--- src/pkg/slsr_defines.vh ---
// Constants of the serial lane status readback block.
// Assumes inclusion by bare name from every design file of the block.
`ifndef SLSR_DEFINES_VH
`define SLSR_DEFINES_VH

////////////////////////////////////////////////////////////////////////////////
// Register indices; byte address is four times the index
`define SLSR_IDX_W        12
`define SLSR_IDX_PAGE     12'h300
`define SLSR_IDX_LANE3    12'h4b3
`define SLSR_IDX_LANE4    12'h4b4
`define SLSR_IDX_THRESH   12'h4c0
`define SLSR_IDX_IRQ_STAT 12'h4c1
`define SLSR_IDX_IRQ_MASK 12'h4c2

////////////////////////////////////////////////////////////////////////////////
// Status byte layout
`define SLSR_BIT_DISP     7
`define SLSR_BIT_SYMBOL   6
`define SLSR_BIT_CTRL     5
`define SLSR_BIT_DESKEW   4
`define SLSR_BIT_ALIGN    3
`define SLSR_BIT_CKSUM    2
`define SLSR_BIT_FRAME    1
`define SLSR_BIT_CGS      0
`define SLSR_ERR_BITS     8'he0
`define SLSR_SYNC_BITS    8'h1f

////////////////////////////////////////////////////////////////////////////////
// Reset values and bus answers
`define SLSR_FLAGS_RST    8'h00
`define SLSR_THRESH_RST   8'hff
`define SLSR_MASK_RST     16'h0000
`define SLSR_RESP_OKAY    2'b00
`define SLSR_RESP_SLVERR  2'b10

`endif

--- src/verilog/slsr_status_top.v ---
// Lane status readback bank for lanes 3 and 4, with page select, threshold,
// event interrupt and an Avalon-MM slave with waitrequest.
// Assumes lane receiver counts and sync levels are on core_clk_in.
//
// Register map, as word indices; the byte address is four times the index:
//   0x300 link page select, read/write
//   0x4b3 lane 3 status byte, read-only
//   0x4b4 lane 4 status byte, read-only
//   0x4c0 error count threshold, read/write, resets to all ones
//   0x4c1 interrupt status, lane 3 in bits 7:0, lane 4 in bits 15:8, clears on read
//   0x4c2 interrupt mask, same layout as the status
// Unmapped or misaligned accesses answer with a slave error and read zero.
// Writes to read-only registers are dropped and answered okay.
//
// Chosen here: the Avalon-MM register port.
`include "slsr_defines.vh"

module slsr_status_top #(
  parameter NUM_LINKS = 2,
  parameter PAGE_W    = 1,
  parameter CNT_W     = 8,
  parameter ADDR_W    = 14
) (
  // Clock and reset
  input  wire                     core_clk_in,
  input  wire                     rst_in,
  // Avalon-MM slave
  input  wire [ADDR_W-1:0]        avs_address_in,
  input  wire                     avs_read_in,
  input  wire                     avs_write_in,
  input  wire [31:0]              avs_writedata_in,
  input  wire [3:0]               avs_byteenable_in,
  output reg  [31:0]              avs_readdata_out,
  output reg                      avs_waitrequest_out,
  output reg  [1:0]               avs_response_out,
  // Lane 3 receiver state, per link {disparity, symbol, control}
  input  wire [NUM_LINKS*3*CNT_W-1:0] lane3_err_count_in,
  input  wire [NUM_LINKS*5-1:0]       lane3_sync_in,
  // Lane 4 receiver state, same packing
  input  wire [NUM_LINKS*3*CNT_W-1:0] lane4_err_count_in,
  input  wire [NUM_LINKS*5-1:0]       lane4_sync_in,
  // Interrupt
  output reg                      irq_out
);

  ////////////////////////////////////////////////////////////////////////////////
  // Declarations

  reg  [PAGE_W-1:0]         link_page;
  reg  [CNT_W-1:0]          error_count_threshold;
  reg  [15:0]               irq_mask;
  reg  [NUM_LINKS*8-1:0]    lane3_prev;
  reg  [NUM_LINKS*8-1:0]    lane4_prev;
  wire [NUM_LINKS*8-1:0]    lane3_link_flags;
  wire [NUM_LINKS*8-1:0]    lane4_link_flags;
  reg  [7:0]                lane3_sync_error_flags;
  reg  [7:0]                lane4_sync_error_flags;
  reg  [7:0]                lane3_event;
  reg  [7:0]                lane4_event;
  wire [7:0]                lane3_irq_status;
  wire [7:0]                lane4_irq_status;
  wire                      bus_req;
  wire                      bus_fire;
  wire                      rd_load;
  wire                      wr_fire;
  wire                      addr_aligned;
  wire [`SLSR_IDX_W-1:0]    reg_index;
  reg  [31:0]               next_readdata;
  reg                       next_hit;
  wire                      irq_stat_clear;
  integer                   l;
  integer                   m;

  ////////////////////////////////////////////////////////////////////////////////
  // Per-link, per-lane flag bytes

  // Every link keeps its own pair of flag bytes, so a page change never has
  // to wait for the compare to rerun. The cost is one byte of flops per lane
  // and link, which is small next to the receiver that feeds it.
  genvar g;
  generate
    for (g = 0; g < NUM_LINKS; g = g + 1)
    begin : gen_link
      // Lane 3 of link g
      slsr_lane_flags #(
        .CNT_W (CNT_W)
      ) u_lane3 (
        .core_clk_in     (core_clk_in),
        .rst_in          (rst_in),
        .threshold_in    (error_count_threshold),
        .disp_count_in   (lane3_err_count_in[(g*3+2)*CNT_W +: CNT_W]),
        .symbol_count_in (lane3_err_count_in[(g*3+1)*CNT_W +: CNT_W]),
        .ctrl_count_in   (lane3_err_count_in[(g*3)*CNT_W +: CNT_W]),
        .sync_in         (lane3_sync_in[g*5 +: 5]),
        .flags_out       (lane3_link_flags[g*8 +: 8])
      );
      // Lane 4 of link g
      slsr_lane_flags #(
        .CNT_W (CNT_W)
      ) u_lane4 (
        .core_clk_in     (core_clk_in),
        .rst_in          (rst_in),
        .threshold_in    (error_count_threshold),
        .disp_count_in   (lane4_err_count_in[(g*3+2)*CNT_W +: CNT_W]),
        .symbol_count_in (lane4_err_count_in[(g*3+1)*CNT_W +: CNT_W]),
        .ctrl_count_in   (lane4_err_count_in[(g*3)*CNT_W +: CNT_W]),
        .sync_in         (lane4_sync_in[g*5 +: 5]),
        .flags_out       (lane4_link_flags[g*8 +: 8])
      );
    end
  endgenerate

  ////////////////////////////////////////////////////////////////////////////////
  // Page select

  // Pick the chosen link's bytes for readback. The bytes are already
  // registered, so the mux adds no latency and a new page shows on the
  // next read.
  // A page beyond the last link reads as all zero rather than aliasing
  always @*
  begin
    lane3_sync_error_flags = `SLSR_FLAGS_RST;
    lane4_sync_error_flags = `SLSR_FLAGS_RST;
    for (l = 0; l < NUM_LINKS; l = l + 1)
    begin
      if (link_page == l[PAGE_W-1:0])
      begin
        lane3_sync_error_flags = lane3_link_flags[l*8 +: 8];
        lane4_sync_error_flags = lane4_link_flags[l*8 +: 8];
      end
    end
  end

  ////////////////////////////////////////////////////////////////////////////////
  // Events: an error flag rising or a sync flag dropping, on any link

  // Events watch every link, so a fault on an unselected page still interrupts.
  // Error flags raise an event when they rise, sync flags when they drop; the
  // opposite edges are recovery and stay quiet. Events of all links of a lane
  // share one status bit, so software reads the pages to find the culprit.
  always @*
  begin
    lane3_event = 8'h00;
    lane4_event = 8'h00;
    for (m = 0; m < NUM_LINKS; m = m + 1)
    begin
      lane3_event = lane3_event
                  | (lane3_link_flags[m*8 +: 8] & ~lane3_prev[m*8 +: 8] & `SLSR_ERR_BITS)
                  | (~lane3_link_flags[m*8 +: 8] & lane3_prev[m*8 +: 8] & `SLSR_SYNC_BITS);
      lane4_event = lane4_event
                  | (lane4_link_flags[m*8 +: 8] & ~lane4_prev[m*8 +: 8] & `SLSR_ERR_BITS)
                  | (~lane4_link_flags[m*8 +: 8] & lane4_prev[m*8 +: 8] & `SLSR_SYNC_BITS);
    end
  end

  // Previous flag bytes for edge detection; they reset to the flags' own
  // reset value, so no false edge follows the release of reset
  always @(posedge core_clk_in or posedge rst_in)
  begin
    if (rst_in)
    begin
      lane3_prev <= {NUM_LINKS{`SLSR_FLAGS_RST}};
      lane4_prev <= {NUM_LINKS{`SLSR_FLAGS_RST}};
    end
    else
    begin
      lane3_prev <= lane3_link_flags;
      lane4_prev <= lane4_link_flags;
    end
  end

  ////////////////////////////////////////////////////////////////////////////////
  // Sticky interrupt status, cleared by reading it

  // The clear lands on the edge that loads the read data, so the bits that a
  // read reports are exactly the bits that it clears. Clearing one edge later
  // would wipe an event that arrived on the load edge and was never reported.
  // An event on the clear edge itself stays set inside the bank.
  assign irq_stat_clear = rd_load && addr_aligned && (reg_index == `SLSR_IDX_IRQ_STAT);

  // Lane 3 events
  slsr_irq_bank #(
    .W (8)
  ) u_irq3 (
    .core_clk_in (core_clk_in),
    .rst_in      (rst_in),
    .event_in    (lane3_event),
    .clear_in    (irq_stat_clear),
    .status_out  (lane3_irq_status)
  );

  // Lane 4 events
  slsr_irq_bank #(
    .W (8)
  ) u_irq4 (
    .core_clk_in (core_clk_in),
    .rst_in      (rst_in),
    .event_in    (lane4_event),
    .clear_in    (irq_stat_clear),
    .status_out  (lane4_irq_status)
  );

  // Level interrupt, one cycle behind the sticky bits; registered so the pin
  // never glitches while the mask or status changes
  always @(posedge core_clk_in or posedge rst_in)
  begin
    if (rst_in)
      irq_out <= 1'b0;
    else
      irq_out <= |({lane4_irq_status, lane3_irq_status} & irq_mask);
  end

  ////////////////////////////////////////////////////////////////////////////////
  // Bus handshake: one wait cycle, then the access completes

  // Every access takes two edges. The first sees the request with waitrequest
  // high, loads read data and response, and drops waitrequest. The second
  // sees waitrequest low; a write lands there and the master takes the read
  // data. A request still held after that edge counts as a new access.
  // A master may not withdraw a request while waitrequest is high, so the
  // load edge of a read is a safe point to act on it.
  assign bus_req      = avs_read_in | avs_write_in;
  assign bus_fire     = bus_req & ~avs_waitrequest_out;
  assign rd_load      = avs_read_in & avs_waitrequest_out;
  assign wr_fire      = bus_fire & avs_write_in;
  assign addr_aligned = (avs_address_in[1:0] == 2'b00);
  assign reg_index    = avs_address_in[ADDR_W-1:2];

  // Waitrequest idles high and drops for exactly the completing cycle
  always @(posedge core_clk_in or posedge rst_in)
  begin
    if (rst_in)
      avs_waitrequest_out <= 1'b1;
    else
      avs_waitrequest_out <= ~(bus_req & avs_waitrequest_out);
  end

  ////////////////////////////////////////////////////////////////////////////////
  // Read decode

  // Status bytes are live values; only the interrupt status clears on read.
  // Upper bits of every word read as zero.
  always @*
  begin
    next_readdata = 32'h0000_0000;
    next_hit      = addr_aligned;
    case (reg_index)
      `SLSR_IDX_PAGE:
        next_readdata[PAGE_W-1:0] = link_page;
      `SLSR_IDX_LANE3:
        next_readdata[7:0] = lane3_sync_error_flags;
      `SLSR_IDX_LANE4:
        next_readdata[7:0] = lane4_sync_error_flags;
      `SLSR_IDX_THRESH:
        next_readdata[CNT_W-1:0] = error_count_threshold;
      `SLSR_IDX_IRQ_STAT:
        next_readdata[15:0] = {lane4_irq_status, lane3_irq_status};
      `SLSR_IDX_IRQ_MASK:
        next_readdata[15:0] = irq_mask;
      default:
        next_hit = 1'b0;
    endcase
    if (!next_hit)
      next_readdata = 32'h0000_0000;
  end

  // Data and response are loaded on the edge before waitrequest is seen low.
  // They then hold until the next access, which is more than the bus asks,
  // but it saves a clear path on every completion.
  always @(posedge core_clk_in or posedge rst_in)
  begin
    if (rst_in)
    begin
      avs_readdata_out <= 32'h0000_0000;
      avs_response_out <= `SLSR_RESP_OKAY;
    end
    else if (bus_req && avs_waitrequest_out)
    begin
      avs_readdata_out <= avs_read_in ? next_readdata : 32'h0000_0000;
      avs_response_out <= next_hit ? `SLSR_RESP_OKAY : `SLSR_RESP_SLVERR;
    end
  end

  ////////////////////////////////////////////////////////////////////////////////
  // Writable control registers; status bytes ignore writes

  // Page select, threshold and mask, each honouring byte enables.
  // A threshold change takes effect on the flags one edge later; software
  // that reads right after a write may still see flags of the old threshold.
  always @(posedge core_clk_in or posedge rst_in)
  begin
    if (rst_in)
    begin
      link_page             <= {PAGE_W{1'b0}};
      error_count_threshold <= `SLSR_THRESH_RST;
      irq_mask              <= `SLSR_MASK_RST;
    end
    else if (wr_fire && addr_aligned)
    begin
      case (reg_index)
        `SLSR_IDX_PAGE:
        begin
          if (avs_byteenable_in[0])
            link_page <= avs_writedata_in[PAGE_W-1:0];
        end
        `SLSR_IDX_THRESH:
        begin
          if (avs_byteenable_in[0])
            error_count_threshold <= avs_writedata_in[CNT_W-1:0];
        end
        `SLSR_IDX_IRQ_MASK:
        begin
          if (avs_byteenable_in[0])
            irq_mask[7:0] <= avs_writedata_in[7:0];
          if (avs_byteenable_in[1])
            irq_mask[15:8] <= avs_writedata_in[15:8];
        end
        default:
        begin
          link_page <= link_page;
        end
      endcase
    end
  end

endmodule

--- src/verilog/slsr_lane_flags.v ---
// One lane of one link: threshold compare and sync flags into a status byte.
// Assumes counts and sync levels come from receiver logic on core_clk_in.
`include "slsr_defines.vh"

module slsr_lane_flags #(
  parameter CNT_W = 8
) (
  // Clock and reset
  input  wire             core_clk_in,
  input  wire             rst_in,
  // Threshold and lane receiver state
  input  wire [CNT_W-1:0] threshold_in,
  input  wire [CNT_W-1:0] disp_count_in,
  input  wire [CNT_W-1:0] symbol_count_in,
  input  wire [CNT_W-1:0] ctrl_count_in,
  input  wire [4:0]       sync_in,
  // Registered status byte
  output reg  [7:0]       flags_out
);

  reg [7:0] next_flags;

  // Compare is at-or-above, so a count equal to the threshold flags
  always @*
  begin
    next_flags = `SLSR_FLAGS_RST;
    next_flags[`SLSR_BIT_DISP]   = (disp_count_in >= threshold_in);
    next_flags[`SLSR_BIT_SYMBOL] = (symbol_count_in >= threshold_in);
    next_flags[`SLSR_BIT_CTRL]   = (ctrl_count_in >= threshold_in);
    next_flags[`SLSR_BIT_DESKEW] = sync_in[`SLSR_BIT_DESKEW];
    next_flags[`SLSR_BIT_ALIGN]  = sync_in[`SLSR_BIT_ALIGN];
    next_flags[`SLSR_BIT_CKSUM]  = sync_in[`SLSR_BIT_CKSUM];
    next_flags[`SLSR_BIT_FRAME]  = sync_in[`SLSR_BIT_FRAME];
    next_flags[`SLSR_BIT_CGS]    = sync_in[`SLSR_BIT_CGS];
  end

  // Refreshed every cycle from live state
  always @(posedge core_clk_in or posedge rst_in)
  begin
    if (rst_in)
      flags_out <= `SLSR_FLAGS_RST;
    else
      flags_out <= next_flags;
  end

endmodule

--- src/verilog/slsr_irq_bank.v ---
// Sticky event bits, cleared by a read strobe; a new event beats the clear.
// Assumes event and clear strobes are on core_clk_in.
`include "slsr_defines.vh"

module slsr_irq_bank #(
  parameter W = 8
) (
  // Clock and reset
  input  wire         core_clk_in,
  input  wire         rst_in,
  // Events and read-clear strobe
  input  wire [W-1:0] event_in,
  input  wire         clear_in,
  // Sticky status
  output reg  [W-1:0] status_out
);

  // Set wins over clear so no event is lost at the read edge
  always @(posedge core_clk_in or posedge rst_in)
  begin
    if (rst_in)
      status_out <= {W{1'b0}};
    else if (clear_in)
      status_out <= event_in;
    else
      status_out <= status_out | event_in;
  end

endmodule

--- config.mk ---
export PLATFORM = sky130hd
export DESIGN_NAME = slsr_status_top
export DESIGN_NICKNAME = d
export VERILOG_FILES = /design/src/verilog/slsr_status_top.v /design/src/verilog/slsr_lane_flags.v /design/src/verilog/slsr_irq_bank.v
export VERILOG_INCLUDE_DIRS = /design/src /design/src/pkg
export SDC_FILE = /design/constraint.sdc
export NUM_CORES = 1
export LEC_CHECK = 0
export BUFFER_PORTS_ARGS = -buffer_cell sky130_fd_sc_hd__buf_2
export CAP_MARGIN = 10
export CORE_ASPECT_RATIO = 1.75
export CORE_MARGIN = 5
export CORE_UTILIZATION = 50
export DETAILED_ROUTE_END_ITERATION = 12
export PLACE_DENSITY = 0.85
export SYNTH_ARGS = -nofsm -noshare
export SYNTH_HDL_FRONTEND = slang
export SYNTH_SLANG_ARGS = --single-unit
--- constraint.sdc ---
create_clock -name core_clk_in -period 4.7 [get_ports core_clk_in]
set_input_delay 0.47 -clock core_clk_in [delete_from_list [all_inputs] [get_ports core_clk_in]]
set_output_delay 0.47 -clock core_clk_in [all_outputs]
set_load 0.02 [all_outputs]
### Word-level counts from Yosys, hierarchy flattened

Index checks and enable logic that the tools add are counted.

* bits in registers: 141
* input bits: 170
* output and inout port bits: 36
* logic and storage cells: 88

* magnitude comparators: 12
* equal/unequal tests: 6
* multiplexer cells: 11
* bitwise operators: 32
* reductions and logical operators: 11

Operators by type and width (count)
* >= comparator 8 bit: 12
* == test 12 x 11 -> 1 bit (second input constant): 5
* one-hot mux 7 bit (5 select lines): 1
* bitwise AND 8 bit: 4
* two-way mux 32 bit: 1
* two-way mux 8 bit: 4
* NOT 8 bit: 4
* bitwise OR 8 x 5 -> 8 bit: 4
* bitwise OR 8 bit: 4
* bitwise AND 5 bit: 4
* NOT 5 bit: 4
* bitwise AND 16 bit: 1
* two-way mux 16 bit: 1
* one-hot mux 8 bit (2 select lines): 1
* OR reduction 16 bit: 1
* == test 12 x 10 -> 1 bit (second input constant): 1
* AND reduction 3 bit: 4
* one-hot mux 1 bit (6 select lines): 1
* OR reduction 6 bit: 1
* bitwise AND 1 bit: 4
* logical AND 1 bit: 4
* zero test 2 bit: 1
* two-way mux 2 bit: 1
* NOT 1 bit: 2
* 2 further kinds: 2

### Depth between registers and ports, before layout

* word-level depth: 7
* mapped depth: 7
* gate-level depth less buffers: 7

### Cells and area by module

Synthesis repeated with hierarchy kept, for this count alone.

* cell total of the unflattened synthesis: 630
* area total of the unflattened synthesis: 7086.8 um^2

Modules (own cells, without submodules)
* slsr_status_top: times used 1, cells each 314, area an instance 3573.4 um^2, sequential area each 1913.1 um^2
* slsr_lane_flags: times used 4, cells each 70, area an instance 744.5 um^2, sequential area each 200.2 um^2
* slsr_irq_bank: times used 2, cells each 18, area an instance 267.8 um^2, sequential area each 200.2 um^2

### Least setup slack after synthesis

Ideal clock, no wire load.

* path kind: input to register
* start point: in avs_address_in[4]
* end point: reg irq_mask[10]
* library setup time: 0.125 ns
* arrival: 2.130 ns
* required time: 4.575 ns
* slack: 2.444 ns
* cell stages on the path: 7
* path buffers: 2
* path through: buf_2 nor4b_2 inv_2 nor2_8 and3_4 buf_12 mux2_4

* cells in the longest elaborated chain, start to end: 2

RTL lines
* start: declaration: line slsr_status_top.v:28 `input wire [ADDR_W-1:0] avs_address_in,`
* == test 12 x 11 -> 1 bit: line slsr_status_top.v:300 `case (reg_index)`
* AND reduction 3 bit (no line)
* end signal: assignment: line slsr_status_top.v:296 `` irq_mask <= `SLSR_MASK_RST; ``
* end signal: assignment: line slsr_status_top.v:316 `irq_mask[15:8] <= avs_writedata_in[15:8];`
* end: declaration: line slsr_status_top.v:51 `reg [15:0] irq_mask;`

Every way passes these cells.
A chain may end at the register's enable or synchronous reset.

### Worst setup path after layout

* start point: reg error_count_threshold[5]
* end point: reg gen_link[1].u_lane4.flags_out[7]

* cells in the longest elaborated chain, start to end: 1

RTL lines
* start: declaration: line slsr_status_top.v:50 `reg [CNT_W-1:0] error_count_threshold;`
* start signal: assignment: line slsr_status_top.v:295 `` error_count_threshold <= `SLSR_THRESH_RST; ``
* start signal: assignment: line slsr_status_top.v:309 `error_count_threshold <= avs_writedata_in[CNT_W-1:0];`
* >= comparator 8 bit: line slsr_lane_flags.v:27 `` next_flags[`SLSR_BIT_DISP] = (disp_count_in >= threshold_in); ``
* net gen_link[1].u_lane4.next_flags[7]: line slsr_lane_flags.v:21 `reg [7:0] next_flags;`
* end signal: assignment: line slsr_lane_flags.v:41 `` flags_out <= `SLSR_FLAGS_RST; ``
* end signal: assignment: line slsr_lane_flags.v:43 `flags_out <= next_flags;`
* end: declaration: line slsr_lane_flags.v:18 `output reg [7:0] flags_out`

The timed path passes the listed nets, and every way through them passes these cells.

==> summary.md <==
| Metric | Value |
|---|---|
| Post-synth top area share | 41.3% |
| Worst min path class | input port to async pin |
| Slew Viols, Final | 0 |
| EDFF count, synth | 0 |
| Rows | 57 |
| CP startpoint kind | flip-flop |
| RSZ-0062 raised after global routing | no |
| Total core area | between 0.01 and 0.015 mm² |
| Hold_ws | between 100 and 150 ps |
| Placement Cell Area | between 0.007 and 0.008 mm² |
| CTS Sinks | between 100 and 150 |
| Slew HR | between 30% and 40% |
| Final Cell Area | 0.00856 mm² |
| Root Driver | clkbuf_16 |
| Initial antenna violation count | 1 |
| Share of layout cells above drive strength 1 | between 30% and 40% |
| Post-synth ARST share | 100% |
| Synthesized instance count | a little over 600 |
| Max Cap Viol | 0 |
| CTS max path bufs | 2 |
| Period minus WS final | roughly 2400 ps |
| First-pass GRT wire length | around 28000 µm |
| Top delay family on crit path | compound AO/OA/AOI/OAI gates |
| Seq/Total Area, Yosys | between 40% and 50% |
| WL met2 | 9540 µm |
| Fin crit share | 50.5% |
| Final Hold Fails | 0 |
| DRC viols | 0 |
| PortBufs | 170 |
| Mean post-synth cell area | 11.3 µm² |
| Clock Latency Late Sink | roughly 410 ps |
| Die area | ~0.016 mm² |
| Area delta synth->final | 23.0% |
| I/O pin count | between 200 and 250 |
| Antenna Nets Post-Route | 0 |
| Unique masters post-synth | 52 |
| Num CTS Buffers | 17 |
| Drt pass-1 iters | 4 |
| Dominant cells by area after synthesis | dfrtp_1 (41%), ha_1 (17%), mux2_2 (4.2%) |
| Met3 routed WL | about 1300 µm |
| RePlAce Congestion | approximately 0.83 |
| DRT iter0 DRCs | 244 |
| Yosys top cell by area | dfrtp_1 |
| GR Overflow Total | 0 |
| Die width | just under 100 µm |
| Final HPWL DP | 13600 µm |
| CTS clk-pin slew, worst paths | ~50 ps |
| Layout Nets | between 1000 and 1500 |
| Post-CTS Repair Setup Buffers | 0 |
| Crit path kind | flip-flop to flip-flop |
| Lkg Pwr | approximately 0.0040 µW |
| Final core occ | 62.2% |
| Top FF cell, synth | dfrtp_1 |
| Synth warnings | 0 |
| Most common cell after layout, fill and taps aside | buf_2 |
| Worst-Margin Slew | between 1000 and 1500 ps |
| Critical Path End Type | flip-flop |
| Synth Cell Area | between 0.006 and 0.007 mm² |
| Final WS setup | approximately 2300 ps |
| Final setup viols | 0 |
| Vias in the first global route | between 5000 and 6000 |
| Wirelength, routed | 17600 µm |
| Yosys reg bits | roughly 120 |
| Place WS | around 2000 ps |
| Wire per inst | ~18 µm |
| Metal-1 WL | approximately 6300 µm |
| Worst Path Buf+Inv | 1 |
| Largest net degree at the start of global routing | 54 |
| CTS tree | yes |
| DR top layer | met4 |
| Worst path cell trace | inv_1, ha_1, a2111oi_0, nand2_1, o21ai_0, a31oi_1 |
| Clk_skew | roughly 6.1 ps |
| Initial Util | between 50% and 60% |
| Via density | 5.45 |
| Vias | between 5000 and 6000 |
| Critical Path RT | 4950 ps |
| Die H | approximately 170 µm |
| Peak VDD IR | around 0.00022 V |
| Largest stage delay, worst path | about 640 ps |
| All-Layer GR Usage | 21.6% |
| CTS resizes | 0 |
| CTS Hold Bufs | 0 |
| H-tree levels | 4 |
| Pwr dens | between 300 and 400 mW/mm² |
| Worst EP arrival | 2620 ps |
| Max FO, Critical Path | 12 |
| Slowest CP cell | a2111oi_0 |
| Outcome | finished, final reports clean |
| Max Fclk | 421 MHz |
| Most frequent cells in the layout | buf_2 (170), dfrtp_1 (115), ha_1 (96), nand2_1 (49), inv_1 (47) |
| Setup TNS | 0 ps |
-- cells in the mapped netlist (2+ instances only) --
cell / instances
ha_1: 96
nor2b_1: 29
nor3_1: 5
a21oi_1: 13
nand4bb_1: 2
mux2_2: 26
buf_2: 3
nand2_1: 49
nor4b_1: 3
o21ai_0: 34
inv_1: 48
a2111oi_0: 12
nand2b_1: 12
a22o_1: 4
o21a_1: 12
buf_4: 17
a22oi_1: 16
dfrtp_1: 115
mux2i_1: 16
clkbuf_1: 6
a221o_1: 16
mux2_4: 8
dfstp_2: 9
a31oi_1: 12
nor2_1: 6
and3_1: 3
o21ai_1: 2
a221oi_1: 4
o22ai_1: 7
o211ai_1: 7
-- flip-flops by register name (all words and copies together) (netlist names) --
name	flops
avs_readdata_out	16
avs_response_out	1
avs_waitrequest_out	1
error_count_threshold	8
gen_link.u_lane3.flags_out	16
gen_link.u_lane4.flags_out	16
irq_mask	16
irq_out	1
lane3_prev	16
lane4_prev	16
link_page	1
u_irq3.status_out	8
u_irq4.status_out	8
-- through the flow --
stage,std cells,total power [µW]
2_1_floorplan,630,1280
3_3_place_gp,951,1370
3_5_place_dp,951,1380
4_1_cts,983,2760
5_1_grt,984,2850
6_report,985,2740
-- power breakdown --
part / switching [µW] / internal (µW)
Combinational: 127 / 107
Clock: 451 / 929
Sequential: 21.6 / 1110
Total: 600 / 2140
-- worst paths after layout --
path / startpoint / endpoint / slack (ps) / cells after the start
max: error_count_threshold[5]$_DFFE_PP1P_ / gen_link[1].u_lane4.flags_out[7]$_DFF_PP0_ / 2330 / 6
min: rst_in / lane4_prev[0]$_DFF_PP0_ / 100 / 2
max reg2reg: error_count_threshold[5]$_DFFE_PP1P_ / gen_link[1].u_lane4.flags_out[7]$_DFF_PP0_ / 2330 / 6
min reg2reg: gen_link[0].u_lane4.flags_out[5]$_DFF_PP0_ / lane4_prev[5]$_DFF_PP0_ / 390 / 0
max in group asynchronous: rst_in / u_irq4.status_out[2]$_DFF_PP0_ / 3560 / 3
min in group core_clk_in: lane4_sync_in[4] / gen_link[0].u_lane4.flags_out[4]$_DFF_PP0_ / 160 / 1
-- kinds of logic (layout without fill, tap and decap cells) --
kind of cell | Yosys count | after routing | synth area share [%]
compound gates | 142 | 142 | 14.3
mux | 50 | 50 | 8.23
fa+ha+maj | 96 | 96 | 17.3
other cells | 1 | 19 | 0.0539
buf+inv | 78 | 254 | 5.52
simple gates | 123 | 123 | 9.96
flops | 124 | 124 | 44.7
-- per-layer routing --
layer / vias to the layer above / track usage, %
li1: 2582 / -
met1: 2565 / 22.8
met2: 192 / 40.4
met3: 31 / 5.38
met4: 0 / 8.26
met5: - / 0
-- cell type report --
cell class                 instances  area, µm²
inverter                          49        186
clock buffer                      22        474
sequential                       124       3110
fill                            1113       5200
clock inverter                    10        163
multi-input combinational        428       3520
timing repair buffer             173        873
tap                              177        221
antenna                            2       5.00
No activity file was read; power rests on OpenSTA's default activity.
